## config.mk

```make
export PLATFORM = sky130hd
export DESIGN_NAME = eic_top
export DESIGN_NICKNAME = d
export VERILOG_FILES = /design/src/logic/eic_pkg.sv /design/src/logic/eic_channel.sv /design/src/logic/eic_top.sv
export SDC_FILE = /design/constraint.sdc
export NUM_CORES = 1
export LEC_CHECK = 0
export ABC_CLOCK_PERIOD_IN_PS = 1800
export BUFFER_PORTS_ARGS = -buffer_cell sky130_fd_sc_hd__buf_2
export CAP_MARGIN = 10
export CORE_MARGIN = 2
export CORE_UTILIZATION = 35
export DETAILED_ROUTE_END_ITERATION = 10
export GPL_TIMING_DRIVEN = 0
export PLACE_DENSITY = 0.61
export SETUP_SLACK_MARGIN = 0.3
export SLEW_MARGIN = 10
export SYNTH_ARGS = -nofsm -noshare
export SYNTH_HDL_FRONTEND = slang
export SYNTH_SLANG_ARGS = --single-unit
```

## constraint.sdc

```tcl
create_clock -name REF_CLK -period 1.8 [get_ports REF_CLK]
set_input_delay 0.36 -clock REF_CLK [delete_from_list [all_inputs] [get_ports REF_CLK]]
set_output_delay 0.36 -clock REF_CLK [all_outputs]
set_load 0.03 [all_outputs]
```

## src/logic/eic_pkg.sv

```systemverilog
// constants for the external interrupt configuration block
// assumes an 8-bit register port and an 8-pin port 0
package eic_pkg;

	// --------------------------------------------------------------
	// widths
	// --------------------------------------------------------------
	localparam int ADDR_W    = 8;
	localparam int DATA_W    = 8;
	localparam int SEL_W     = 3;
	localparam int PIN_COUNT = 8;
	localparam int STAT_W    = 2;

	// --------------------------------------------------------------
	// register offsets
	// --------------------------------------------------------------
	localparam logic [7:0] ADDR_PIN_CFG   = 8'hE4;
	localparam logic [7:0] ADDR_TIMER_CTL = 8'hE0;
	localparam logic [7:0] ADDR_IRQ_EN    = 8'hE1;
	localparam logic [7:0] ADDR_IRQ_PRIO  = 8'hE2;
	localparam logic [7:0] ADDR_EVT_STAT  = 8'hE8;
	localparam logic [7:0] ADDR_EVT_MASK  = 8'hE9;

	// --------------------------------------------------------------
	// reset values
	// --------------------------------------------------------------
	localparam logic [7:0] RST_PIN_CFG   = 8'h01;
	localparam logic [7:0] RST_TIMER_CTL = 8'h00;
	localparam logic [7:0] RST_IRQ_EN    = 8'h00;
	localparam logic [7:0] RST_IRQ_PRIO  = 8'h00;
	localparam logic [1:0] RST_EVT_MASK  = 2'h0;

	// --------------------------------------------------------------
	// field positions
	// --------------------------------------------------------------
	localparam int CFG_SEL_A_LSB   = 0;
	localparam int CFG_POL_A_BIT   = 3;
	localparam int CFG_SEL_B_LSB   = 4;
	localparam int CFG_POL_B_BIT   = 7;
	localparam int TCTL_EDGE_A_BIT = 0;
	localparam int TCTL_PEND_A_BIT = 1;
	localparam int TCTL_EDGE_B_BIT = 2;
	localparam int TCTL_PEND_B_BIT = 3;
	localparam int IEN_MASK_A_BIT  = 0;
	localparam int IEN_MASK_B_BIT  = 2;
	localparam int IEN_GLOBAL_BIT  = 7;
	localparam int PRIO_A_BIT      = 0;
	localparam int PRIO_B_BIT      = 2;
	localparam int PRIO_FIXED_BIT  = 7;
	localparam int STAT_A_BIT      = 0;
	localparam int STAT_B_BIT      = 1;

endpackage

```

## src/logic/eic_channel.sv

```systemverilog
// one external interrupt input: pin select, polarity, edge/level sense
// assumes pin_sync is already synchronised to clk
`timescale 1ns/1ps
`default_nettype none

module eic_channel
	import eic_pkg::*;
(
	input  wire logic                 clk,
	input  wire logic                 rst,
	input  wire logic [PIN_COUNT-1:0] pin_sync,
	input  wire logic [SEL_W-1:0]     pin_sel,
	input  wire logic                 polarity,
	input  wire logic                 edge_sel,
	input  wire logic                 vec_ack,
	input  wire logic                 pend_wr,
	input  wire logic                 pend_wdata,
	output logic                      pending,
	output logic                      rise
);

	// --------------------------------------------------------------
	// sensing
	// --------------------------------------------------------------
	logic active;
	logic active_d;
	logic next_pending;
	logic pend_clr;
	logic pend_set;

	// polarity 0 means active low
	assign active = pin_sync[pin_sel] ~^ polarity;
	assign rise   = active & ~active_d;
	assign pend_set = rise | (pend_wr & pend_wdata);
	assign pend_clr = vec_ack | (pend_wr & ~pend_wdata);

	// edge mode: set wins over clear; level mode follows the pin
	assign next_pending = edge_sel ? (pend_set | (pending & ~pend_clr))
	                               : active;

	always_ff @(posedge clk or posedge rst) begin
		if (rst) begin
			active_d <= 1'b0;
			pending  <= 1'b0;
		end else begin
			active_d <= active;
			pending  <= next_pending;
		end
	end

	// --------------------------------------------------------------
	// checks
	// --------------------------------------------------------------
	AST_LEVEL_FOLLOW: assert property (@(posedge clk) disable iff (rst)
		!edge_sel |=> pending
		              == ($past(pin_sync[pin_sel]) == $past(polarity)))
		else $error("level pending does not follow pin");

	AST_EDGE_SET: assert property (@(posedge clk) disable iff (rst)
		(edge_sel && rise) |=> pending)
		else $error("active edge did not set pending");

	AST_VEC_CLEAR: assert property (@(posedge clk) disable iff (rst)
		(edge_sel && vec_ack && !rise && !(pend_wr && pend_wdata))
		|=> !pending)
		else $error("vectoring did not clear pending");

	AST_POLARITY: assert property (@(posedge clk) disable iff (rst)
		rise |-> (pin_sync[pin_sel] == polarity
		          && $past(pin_sync[pin_sel]) != polarity
		          || $past(pin_sel) != pin_sel
		          || $past(polarity) != polarity))
		else $error("edge seen at wrong pin level");

endmodule

`default_nettype wire

```

## src/logic/eic_top.sv

```systemverilog
// external interrupt configuration block, top level
// holds pin routing, polarity, sense mode, pending flags and masks
// assumes a one-cycle register port on REF_CLK and raw port 0 pins
//
// Local design decision: the plain strobed port.
`timescale 1ns/1ps
`default_nettype none

// Overview of operation
// polarity bit 0 active low, 1 high
// trigger bit 1 edge, 0 level sensing
// three-bit select picks port 0 pin
// config byte: pol b, sel b, pol a, sel a
// pins only observed, never driven
// software skips, open-drains, latches interrupt pins
// pending flags at timer control bits 1, 3
// edge sets pending, vectoring clears it
// level pending follows active pin level
// source holds request until recognised
// source drops request before routine ends
// per-input mask bits 0 and 2 gate requests
// global enable bit 7 blocks all requests; IRQ output is not gated by it
// priority bits 0 and 2, high when 1
// pins pass two-flop synchroniser first
module eic_top
	import eic_pkg::*;
#(
	parameter int PINS = PIN_COUNT
)
(
	input  wire logic              REF_CLK,
	input  wire logic              RST,
	input  wire logic [ADDR_W-1:0] ADDR,
	input  wire logic [DATA_W-1:0] WR_DATA,
	input  wire logic              WR_EN,
	input  wire logic              RD_EN,
	output logic      [DATA_W-1:0] RD_DATA,
	input  wire logic [PINS-1:0]   P0_IN,
	input  wire logic              VEC_ACK_A,
	input  wire logic              VEC_ACK_B,
	output logic                   IRQ_REQ_A,
	output logic                   IRQ_REQ_B,
	output logic                   IRQ_PRIO_A,
	output logic                   IRQ_PRIO_B,
	output logic                   IRQ
);

	// --------------------------------------------------------------
	// parameter check
	// --------------------------------------------------------------
	if (PINS != PIN_COUNT) begin : g_bad_pins
		$error("pin count must match the select width");
	end

	// --------------------------------------------------------------
	// decode helper
	// --------------------------------------------------------------
	function automatic logic hit(input logic              en,
	                             input logic [ADDR_W-1:0] a,
	                             input logic [ADDR_W-1:0] target);
		hit = en && (a == target);
	endfunction

	// --------------------------------------------------------------
	// declarations
	// --------------------------------------------------------------
	logic [PINS-1:0]   p0_meta;
	logic [PINS-1:0]   p0_sync;
	logic [DATA_W-1:0] pin_cfg;
	logic [DATA_W-1:0] irq_en;
	logic [DATA_W-1:0] irq_prio;
	logic              irq_a_edge_sel;
	logic              irq_b_edge_sel;
	logic [STAT_W-1:0] evt_stat;
	logic [STAT_W-1:0] evt_mask;
	logic              irq_a_pending;
	logic              irq_b_pending;
	logic              rise_a;
	logic              rise_b;

	wire logic wr_cfg  = hit(WR_EN, ADDR, ADDR_PIN_CFG);
	wire logic wr_tctl = hit(WR_EN, ADDR, ADDR_TIMER_CTL);
	wire logic wr_ien  = hit(WR_EN, ADDR, ADDR_IRQ_EN);
	wire logic wr_prio = hit(WR_EN, ADDR, ADDR_IRQ_PRIO);
	wire logic wr_mask = hit(WR_EN, ADDR, ADDR_EVT_MASK);
	wire logic rd_stat = hit(RD_EN, ADDR, ADDR_EVT_STAT);

	// --------------------------------------------------------------
	// pin synchroniser
	// --------------------------------------------------------------
	// pins are inputs only, so a crossbar peripheral is never disturbed
	always_ff @(posedge REF_CLK or posedge RST) begin
		if (RST) begin
			// idle pull-up level, so no false edge follows reset
			p0_meta <= '1;
			p0_sync <= '1;
		end else begin
			p0_meta <= P0_IN;
			p0_sync <= p0_meta;
		end
	end

	// --------------------------------------------------------------
	// configuration fields
	// --------------------------------------------------------------
	wire logic [SEL_W-1:0] irq_a_pin_sel  = pin_cfg[CFG_SEL_A_LSB +: SEL_W];
	wire logic [SEL_W-1:0] irq_b_pin_sel  = pin_cfg[CFG_SEL_B_LSB +: SEL_W];
	wire logic             irq_a_polarity = pin_cfg[CFG_POL_A_BIT];
	wire logic             irq_b_polarity = pin_cfg[CFG_POL_B_BIT];
	wire logic             irq_a_mask     = irq_en[IEN_MASK_A_BIT];
	wire logic             irq_b_mask     = irq_en[IEN_MASK_B_BIT];
	wire logic             global_irq_en  = irq_en[IEN_GLOBAL_BIT];
	wire logic             irq_a_priority = irq_prio[PRIO_A_BIT];
	wire logic             irq_b_priority = irq_prio[PRIO_B_BIT];

	// pending writes only matter in edge mode
	wire logic pend_a_wdata = WR_DATA[TCTL_PEND_A_BIT];
	wire logic pend_b_wdata = WR_DATA[TCTL_PEND_B_BIT];

	// --------------------------------------------------------------
	// configuration registers
	// --------------------------------------------------------------
	always_ff @(posedge REF_CLK or posedge RST) begin
		if (RST) begin
			pin_cfg        <= RST_PIN_CFG;
			irq_a_edge_sel <= RST_TIMER_CTL[TCTL_EDGE_A_BIT];
			irq_b_edge_sel <= RST_TIMER_CTL[TCTL_EDGE_B_BIT];
			irq_en         <= RST_IRQ_EN;
			irq_prio       <= RST_IRQ_PRIO;
			evt_mask       <= RST_EVT_MASK;
		end else begin
			if (wr_cfg) begin
				pin_cfg <= WR_DATA;
			end
			if (wr_tctl) begin
				irq_a_edge_sel <= WR_DATA[TCTL_EDGE_A_BIT];
				irq_b_edge_sel <= WR_DATA[TCTL_EDGE_B_BIT];
			end
			if (wr_ien) begin
				irq_en <= WR_DATA;
			end
			if (wr_prio) begin
				irq_prio <= WR_DATA;
			end
			if (wr_mask) begin
				evt_mask <= WR_DATA[STAT_W-1:0];
			end
		end
	end

	// --------------------------------------------------------------
	// input channels
	// --------------------------------------------------------------
	eic_channel u_chan_a (
		.clk        (REF_CLK),
		.rst        (RST),
		.pin_sync   (p0_sync),
		.pin_sel    (irq_a_pin_sel),
		.polarity   (irq_a_polarity),
		.edge_sel   (irq_a_edge_sel),
		.vec_ack    (VEC_ACK_A),
		.pend_wr    (wr_tctl),
		.pend_wdata (pend_a_wdata),
		.pending    (irq_a_pending),
		.rise       (rise_a)
	);

	eic_channel u_chan_b (
		.clk        (REF_CLK),
		.rst        (RST),
		.pin_sync   (p0_sync),
		.pin_sel    (irq_b_pin_sel),
		.polarity   (irq_b_polarity),
		.edge_sel   (irq_b_edge_sel),
		.vec_ack    (VEC_ACK_B),
		.pend_wr    (wr_tctl),
		.pend_wdata (pend_b_wdata),
		.pending    (irq_b_pending),
		.rise       (rise_b)
	);

	// --------------------------------------------------------------
	// processor requests
	// --------------------------------------------------------------
	wire logic next_req_a = global_irq_en & irq_a_mask & irq_a_pending;
	wire logic next_req_b = global_irq_en & irq_b_mask & irq_b_pending;

	// --------------------------------------------------------------
	// event status, cleared by reading it
	// --------------------------------------------------------------
	logic [STAT_W-1:0] evt_set;
	logic [STAT_W-1:0] next_evt_stat;

	assign evt_set[STAT_A_BIT] = rise_a;
	assign evt_set[STAT_B_BIT] = rise_b;
	// set wins over the read clear
	assign next_evt_stat = (rd_stat ? '0 : evt_stat) | evt_set;

	wire logic next_irq = |(next_evt_stat & evt_mask);

	// --------------------------------------------------------------
	// read mux
	// --------------------------------------------------------------
	logic [DATA_W-1:0] tctl_view;
	logic [DATA_W-1:0] ien_view;
	logic [DATA_W-1:0] prio_view;
	logic [DATA_W-1:0] next_rd_data;

	always_comb begin
		tctl_view                  = '0;
		tctl_view[TCTL_EDGE_A_BIT] = irq_a_edge_sel;
		tctl_view[TCTL_PEND_A_BIT] = irq_a_pending;
		tctl_view[TCTL_EDGE_B_BIT] = irq_b_edge_sel;
		tctl_view[TCTL_PEND_B_BIT] = irq_b_pending;
		ien_view                   = '0;
		ien_view[IEN_MASK_A_BIT]   = irq_a_mask;
		ien_view[IEN_MASK_B_BIT]   = irq_b_mask;
		ien_view[IEN_GLOBAL_BIT]   = global_irq_en;
		prio_view                  = '0;
		prio_view[PRIO_A_BIT]      = irq_a_priority;
		prio_view[PRIO_B_BIT]      = irq_b_priority;
		prio_view[PRIO_FIXED_BIT]  = 1'b1;
	end

	always_comb begin
		next_rd_data = '0;
		if (RD_EN) begin
			case (ADDR)
				ADDR_PIN_CFG:   next_rd_data = pin_cfg;
				ADDR_TIMER_CTL: next_rd_data = tctl_view;
				ADDR_IRQ_EN:    next_rd_data = ien_view;
				ADDR_IRQ_PRIO:  next_rd_data = prio_view;
				ADDR_EVT_STAT:  next_rd_data = {{(DATA_W-STAT_W){1'b0}}, evt_stat};
				ADDR_EVT_MASK:  next_rd_data = {{(DATA_W-STAT_W){1'b0}}, evt_mask};
				default:        next_rd_data = '0;
			endcase
		end
	end

	// --------------------------------------------------------------
	// output registers
	// --------------------------------------------------------------
	always_ff @(posedge REF_CLK or posedge RST) begin
		if (RST) begin
			RD_DATA    <= '0;
			IRQ_REQ_A  <= 1'b0;
			IRQ_REQ_B  <= 1'b0;
			IRQ_PRIO_A <= 1'b0;
			IRQ_PRIO_B <= 1'b0;
			evt_stat   <= '0;
			IRQ        <= 1'b0;
		end else begin
			RD_DATA    <= next_rd_data;
			IRQ_REQ_A  <= next_req_a;
			IRQ_REQ_B  <= next_req_b;
			IRQ_PRIO_A <= irq_a_priority;
			IRQ_PRIO_B <= irq_b_priority;
			evt_stat   <= next_evt_stat;
			IRQ        <= next_irq;
		end
	end

	// --------------------------------------------------------------
	// checks
	// --------------------------------------------------------------
	AST_SYNC_DELAY: assert property (@(posedge REF_CLK) disable iff (RST)
		(!$past(RST) && !$past(RST, 2)) |-> p0_sync == $past(P0_IN, 2))
		else $error("pin synchroniser latency is not two cycles");

	AST_MASK_BLOCK: assert property (@(posedge REF_CLK) disable iff (RST)
		!irq_a_mask |=> !IRQ_REQ_A)
		else $error("masked input a still requests");

	AST_REQ_B: assert property (@(posedge REF_CLK) disable iff (RST)
		(global_irq_en && irq_b_mask && irq_b_pending) |=> IRQ_REQ_B)
		else $error("enabled pending input b did not request");

	AST_GLOBAL_OFF: assert property (@(posedge REF_CLK) disable iff (RST)
		!global_irq_en |=> !(IRQ_REQ_A || IRQ_REQ_B))
		else $error("request passed with global enable off");

	AST_PRIO_A: assert property (@(posedge REF_CLK) disable iff (RST)
		wr_prio |=> ##1 IRQ_PRIO_A == $past(WR_DATA[PRIO_A_BIT], 2))
		else $error("priority a does not follow its register");

	AST_CFG_WRITE: assert property (@(posedge REF_CLK) disable iff (RST)
		wr_cfg |=> (irq_b_polarity == $past(WR_DATA[CFG_POL_B_BIT])
		            && irq_a_pin_sel == $past(WR_DATA[2:0])))
		else $error("config fields not at their bit positions");

	AST_TCTL_READ: assert property (@(posedge REF_CLK) disable iff (RST)
		hit(RD_EN, ADDR, ADDR_TIMER_CTL)
		|=> RD_DATA[TCTL_PEND_B_BIT] == $past(irq_b_pending))
		else $error("pending b not at its timer control bit");

	AST_STAT_CLEAR: assert property (@(posedge REF_CLK) disable iff (RST)
		(rd_stat && !rise_a && !rise_b) |=> evt_stat == '0)
		else $error("status read did not clear");

	AST_STAT_SET: assert property (@(posedge REF_CLK) disable iff (RST)
		rise_a |=> evt_stat[STAT_A_BIT])
		else $error("edge of input a did not set its status bit");

	AST_PRIO_B: assert property (@(posedge REF_CLK) disable iff (RST)
		wr_prio |=> ##1 IRQ_PRIO_B == $past(WR_DATA[PRIO_B_BIT], 2))
		else $error("priority b does not follow its register");

endmodule

`default_nettype wire

```

==> metrics.cfg <==
[run_status]
status = completed

[run]
maxCapViolations = 0

[pwr]
leakagePower_uw = 0.00135
ir_drop_mv = 0.567
pwr_density_cell_nw_per_um2 = 866

[sta]
worst_pin_slew_ns = 0.436
finalCritPeriodShare = 0.912
slew_headroom = 0.709
final_hold_viol_count = 0
grt_setup_unrepaired = true
setup_viol = 0
slew_violations = 0
whs_ns = 0.0553
timing.fmax_ghz = 0.609
skew_ns = 0.00922
fin_crit_ns = 1.64

[setup_path]
critPathMaxFanout = 4
end_kind = flop
start_kind = input pin
cp_data_arrival_time_ns = 1.83
critical_path_class = input pin to flop
cp.required_ns = 1.99

[synthesis]
yosysTopAreaCellShare = 0.391
synth_nets = 205
synth_ff_type = dfrtp_1
synth.area.top_cells = dfrtp_1 (39%), dfstp_2 (20%), mux2_2 (9.6%)
yosysTopAreaCell = dfrtp_1
synth_warnings = 0
synthArstFlopShare = 1.00
synthTopCellsByCount = dfrtp_1 (35), mux2_2 (19), dfstp_2 (17)
syn_area_um2 = 2240
ys_seq_area_frac = 0.591
synth-edff-count = 0
synth_most_common_cell = dfrtp_1
syn_inst = 175
synth.distinct_cells = 40
synth.ff_latch_count = 52
avgSynthCellArea_um2 = 12.8

[finish]
nFillCells = 606
multi_input_area_um2 = 922
fin_nets = 259
regArea_um2 = 1320
diodes = 0
fin_util = 0.455
final_layout_size_suffix_gt1_frac = 0.478
syn2layout_area_growth_pct = 27.6

[cts]
clk_path_buf_depth = 2
cts_root_buffer = clkbuf_8
clk_pin_slew_ns = 0.09
numCtsBuffers = 5
clk_latency_ns = 0.30
cts_max_level = 2
cts_tree = built
cts_sinks = 52

[grt]
antenna_found_initial = 0
gr-total-overflow = 0
grt_pass1_wl_um = 7410
grt_util_all_layers = 0.134
grt_max_degree = 53
grt_pass1_vias = 1546

[routing]
post_drt_wl_per_cell_um = 14.3
wirelength_um = 4400
vias = 1490
via_per_inst = 4.85
ant_nets = 0
dr.pass1.iters = 4
drt_iter0_markers = 64
drc_errors = 0

[place]
place.gp.congestion = 0.909
hpwlAfterDp_um = 3200
port_buffers = 39

[floorplan]
die_h_um = 84.0
fp.dieW_um = 84.0
core_area_um2 = 6280
io_pins = 43
start_util = 0.357
dieArea_um2 = 7050
rows = 29

[worst_hold_path]
hold_path.class = input pin to async pin

final cells by class:
| type | instances | share of cell area |
|---|---|---|
| clock inverter | 1 | 0.0105 |
| tap | 77 | 0.0337 |
| multi-input combinational | 108 | 0.323 |
| inverter | 8 | 0.0118 |
| clock buffer | 7 | 0.0416 |
| timing repair buffer | 47 | 0.0986 |
| buffer | 7 | 0.0180 |
| sequential | 52 | 0.463 |
cell usage in the layout (no fill, tap or decap), drive strengths merged, types with 2 or more instances in the layout:
cell,netlist,layout
nand3,6,6
nand4,2,2
nand2b,2,2
nand2,9,9
and2,2,2
nor3,6,6
buf,6,53
xor2,2,2
nand4b,5,5
dfstp,17,17
nor2b,5,5
o21ai,3,3
nor2,8,8
clkbuf,1,8
mux2,19,19
and3,3,3
a21oi,5,5
a22o,4,4
dfrtp,35,35
mux2i,12,12
inv,8,7
nand3b,4,4
metal layers:
layer,track usage,share of wire,wire (um),up-vias
met4,0.0484,0.013,59,0
li1,-,-,-,722
met2,0.221,0.49,2160,43
met5,0,0,0,-
met1,0.167,0.43,1910,721
met3,0.0396,0.061,270,4
path summary, 6_finish.rpt:
check	slack [ns]	cells after the start	from	end
min	0.06	2	RST	RD_DATA[0]
min in group REF_CLK	0.14	1	P0_IN[2]	p0_meta[2]
max in group asynchronous	1.19	3	RST	pin_cfg[0]
max	0.16	6	ADDR[4]	u_chan_b.pending
min reg2reg	0.35	0	p0_meta[6]	p0_sync[6]
max reg2reg	0.18	6	pin_cfg[0]	IRQ
where the power goes:
part           switching [uW]  leakage [uW]  total [uW]  internal, uW
registers                37.5      0.000645        1270          1240
logic                     129      0.000627         249           120
clock network             366     0.0000747         949           583
total                     533       0.00135        2470          1940
worst max-delay path, stage by stage:
cell	delay [ns]
buf_6	0.09
nand4b_4	0.16
or3_4	0.36
nor3_4	0.27
mux2_4	0.34
a22o_4	0.24
stage by stage:
step           power (uW)  std cells  instance area [um^2]  setup WS [ns]  setup TNS [ns]
3_3_place_gp         1510        291                  2540         -0.226          -0.551
5_1_grt              2590        307                  2860         0.0727               0
4_1_cts              2480        304                  2780         0.0771               0
6_report             2470        307                  2860          0.158               0
2_1_floorplan        1430        175                  2250         0.0117               0
3_5_place_dp         1510        291                  2540         -0.251          -0.610
repair_timing:
item | 4_1_cts | 5_1_grt
setup endpoints to repair | 9 | 19
hold buffers | 0 | 0
pin swaps | 9 | 7
setup buffers | 5 | 2
gates resized for setup | 11 | 8
logic make-up after synthesis:
kind of cell | synth area share
flops | 0.591
fa+ha+maj | 0.00447
compound gates | 0.0559
simple gates | 0.161
buf+inv | 0.0307
mux | 0.149
xor+xnor | 0.00783
registers in the layout (all words and copies together) (netlist names), 2 cells and up:
register	flops
RD_DATA	8
p0_meta	8
p0_sync	8
pin_cfg	8
irq_en	3
evt_mask	2
evt_stat	2
irq_prio	2
Note: power is estimated with default switching activity, not from simulation.
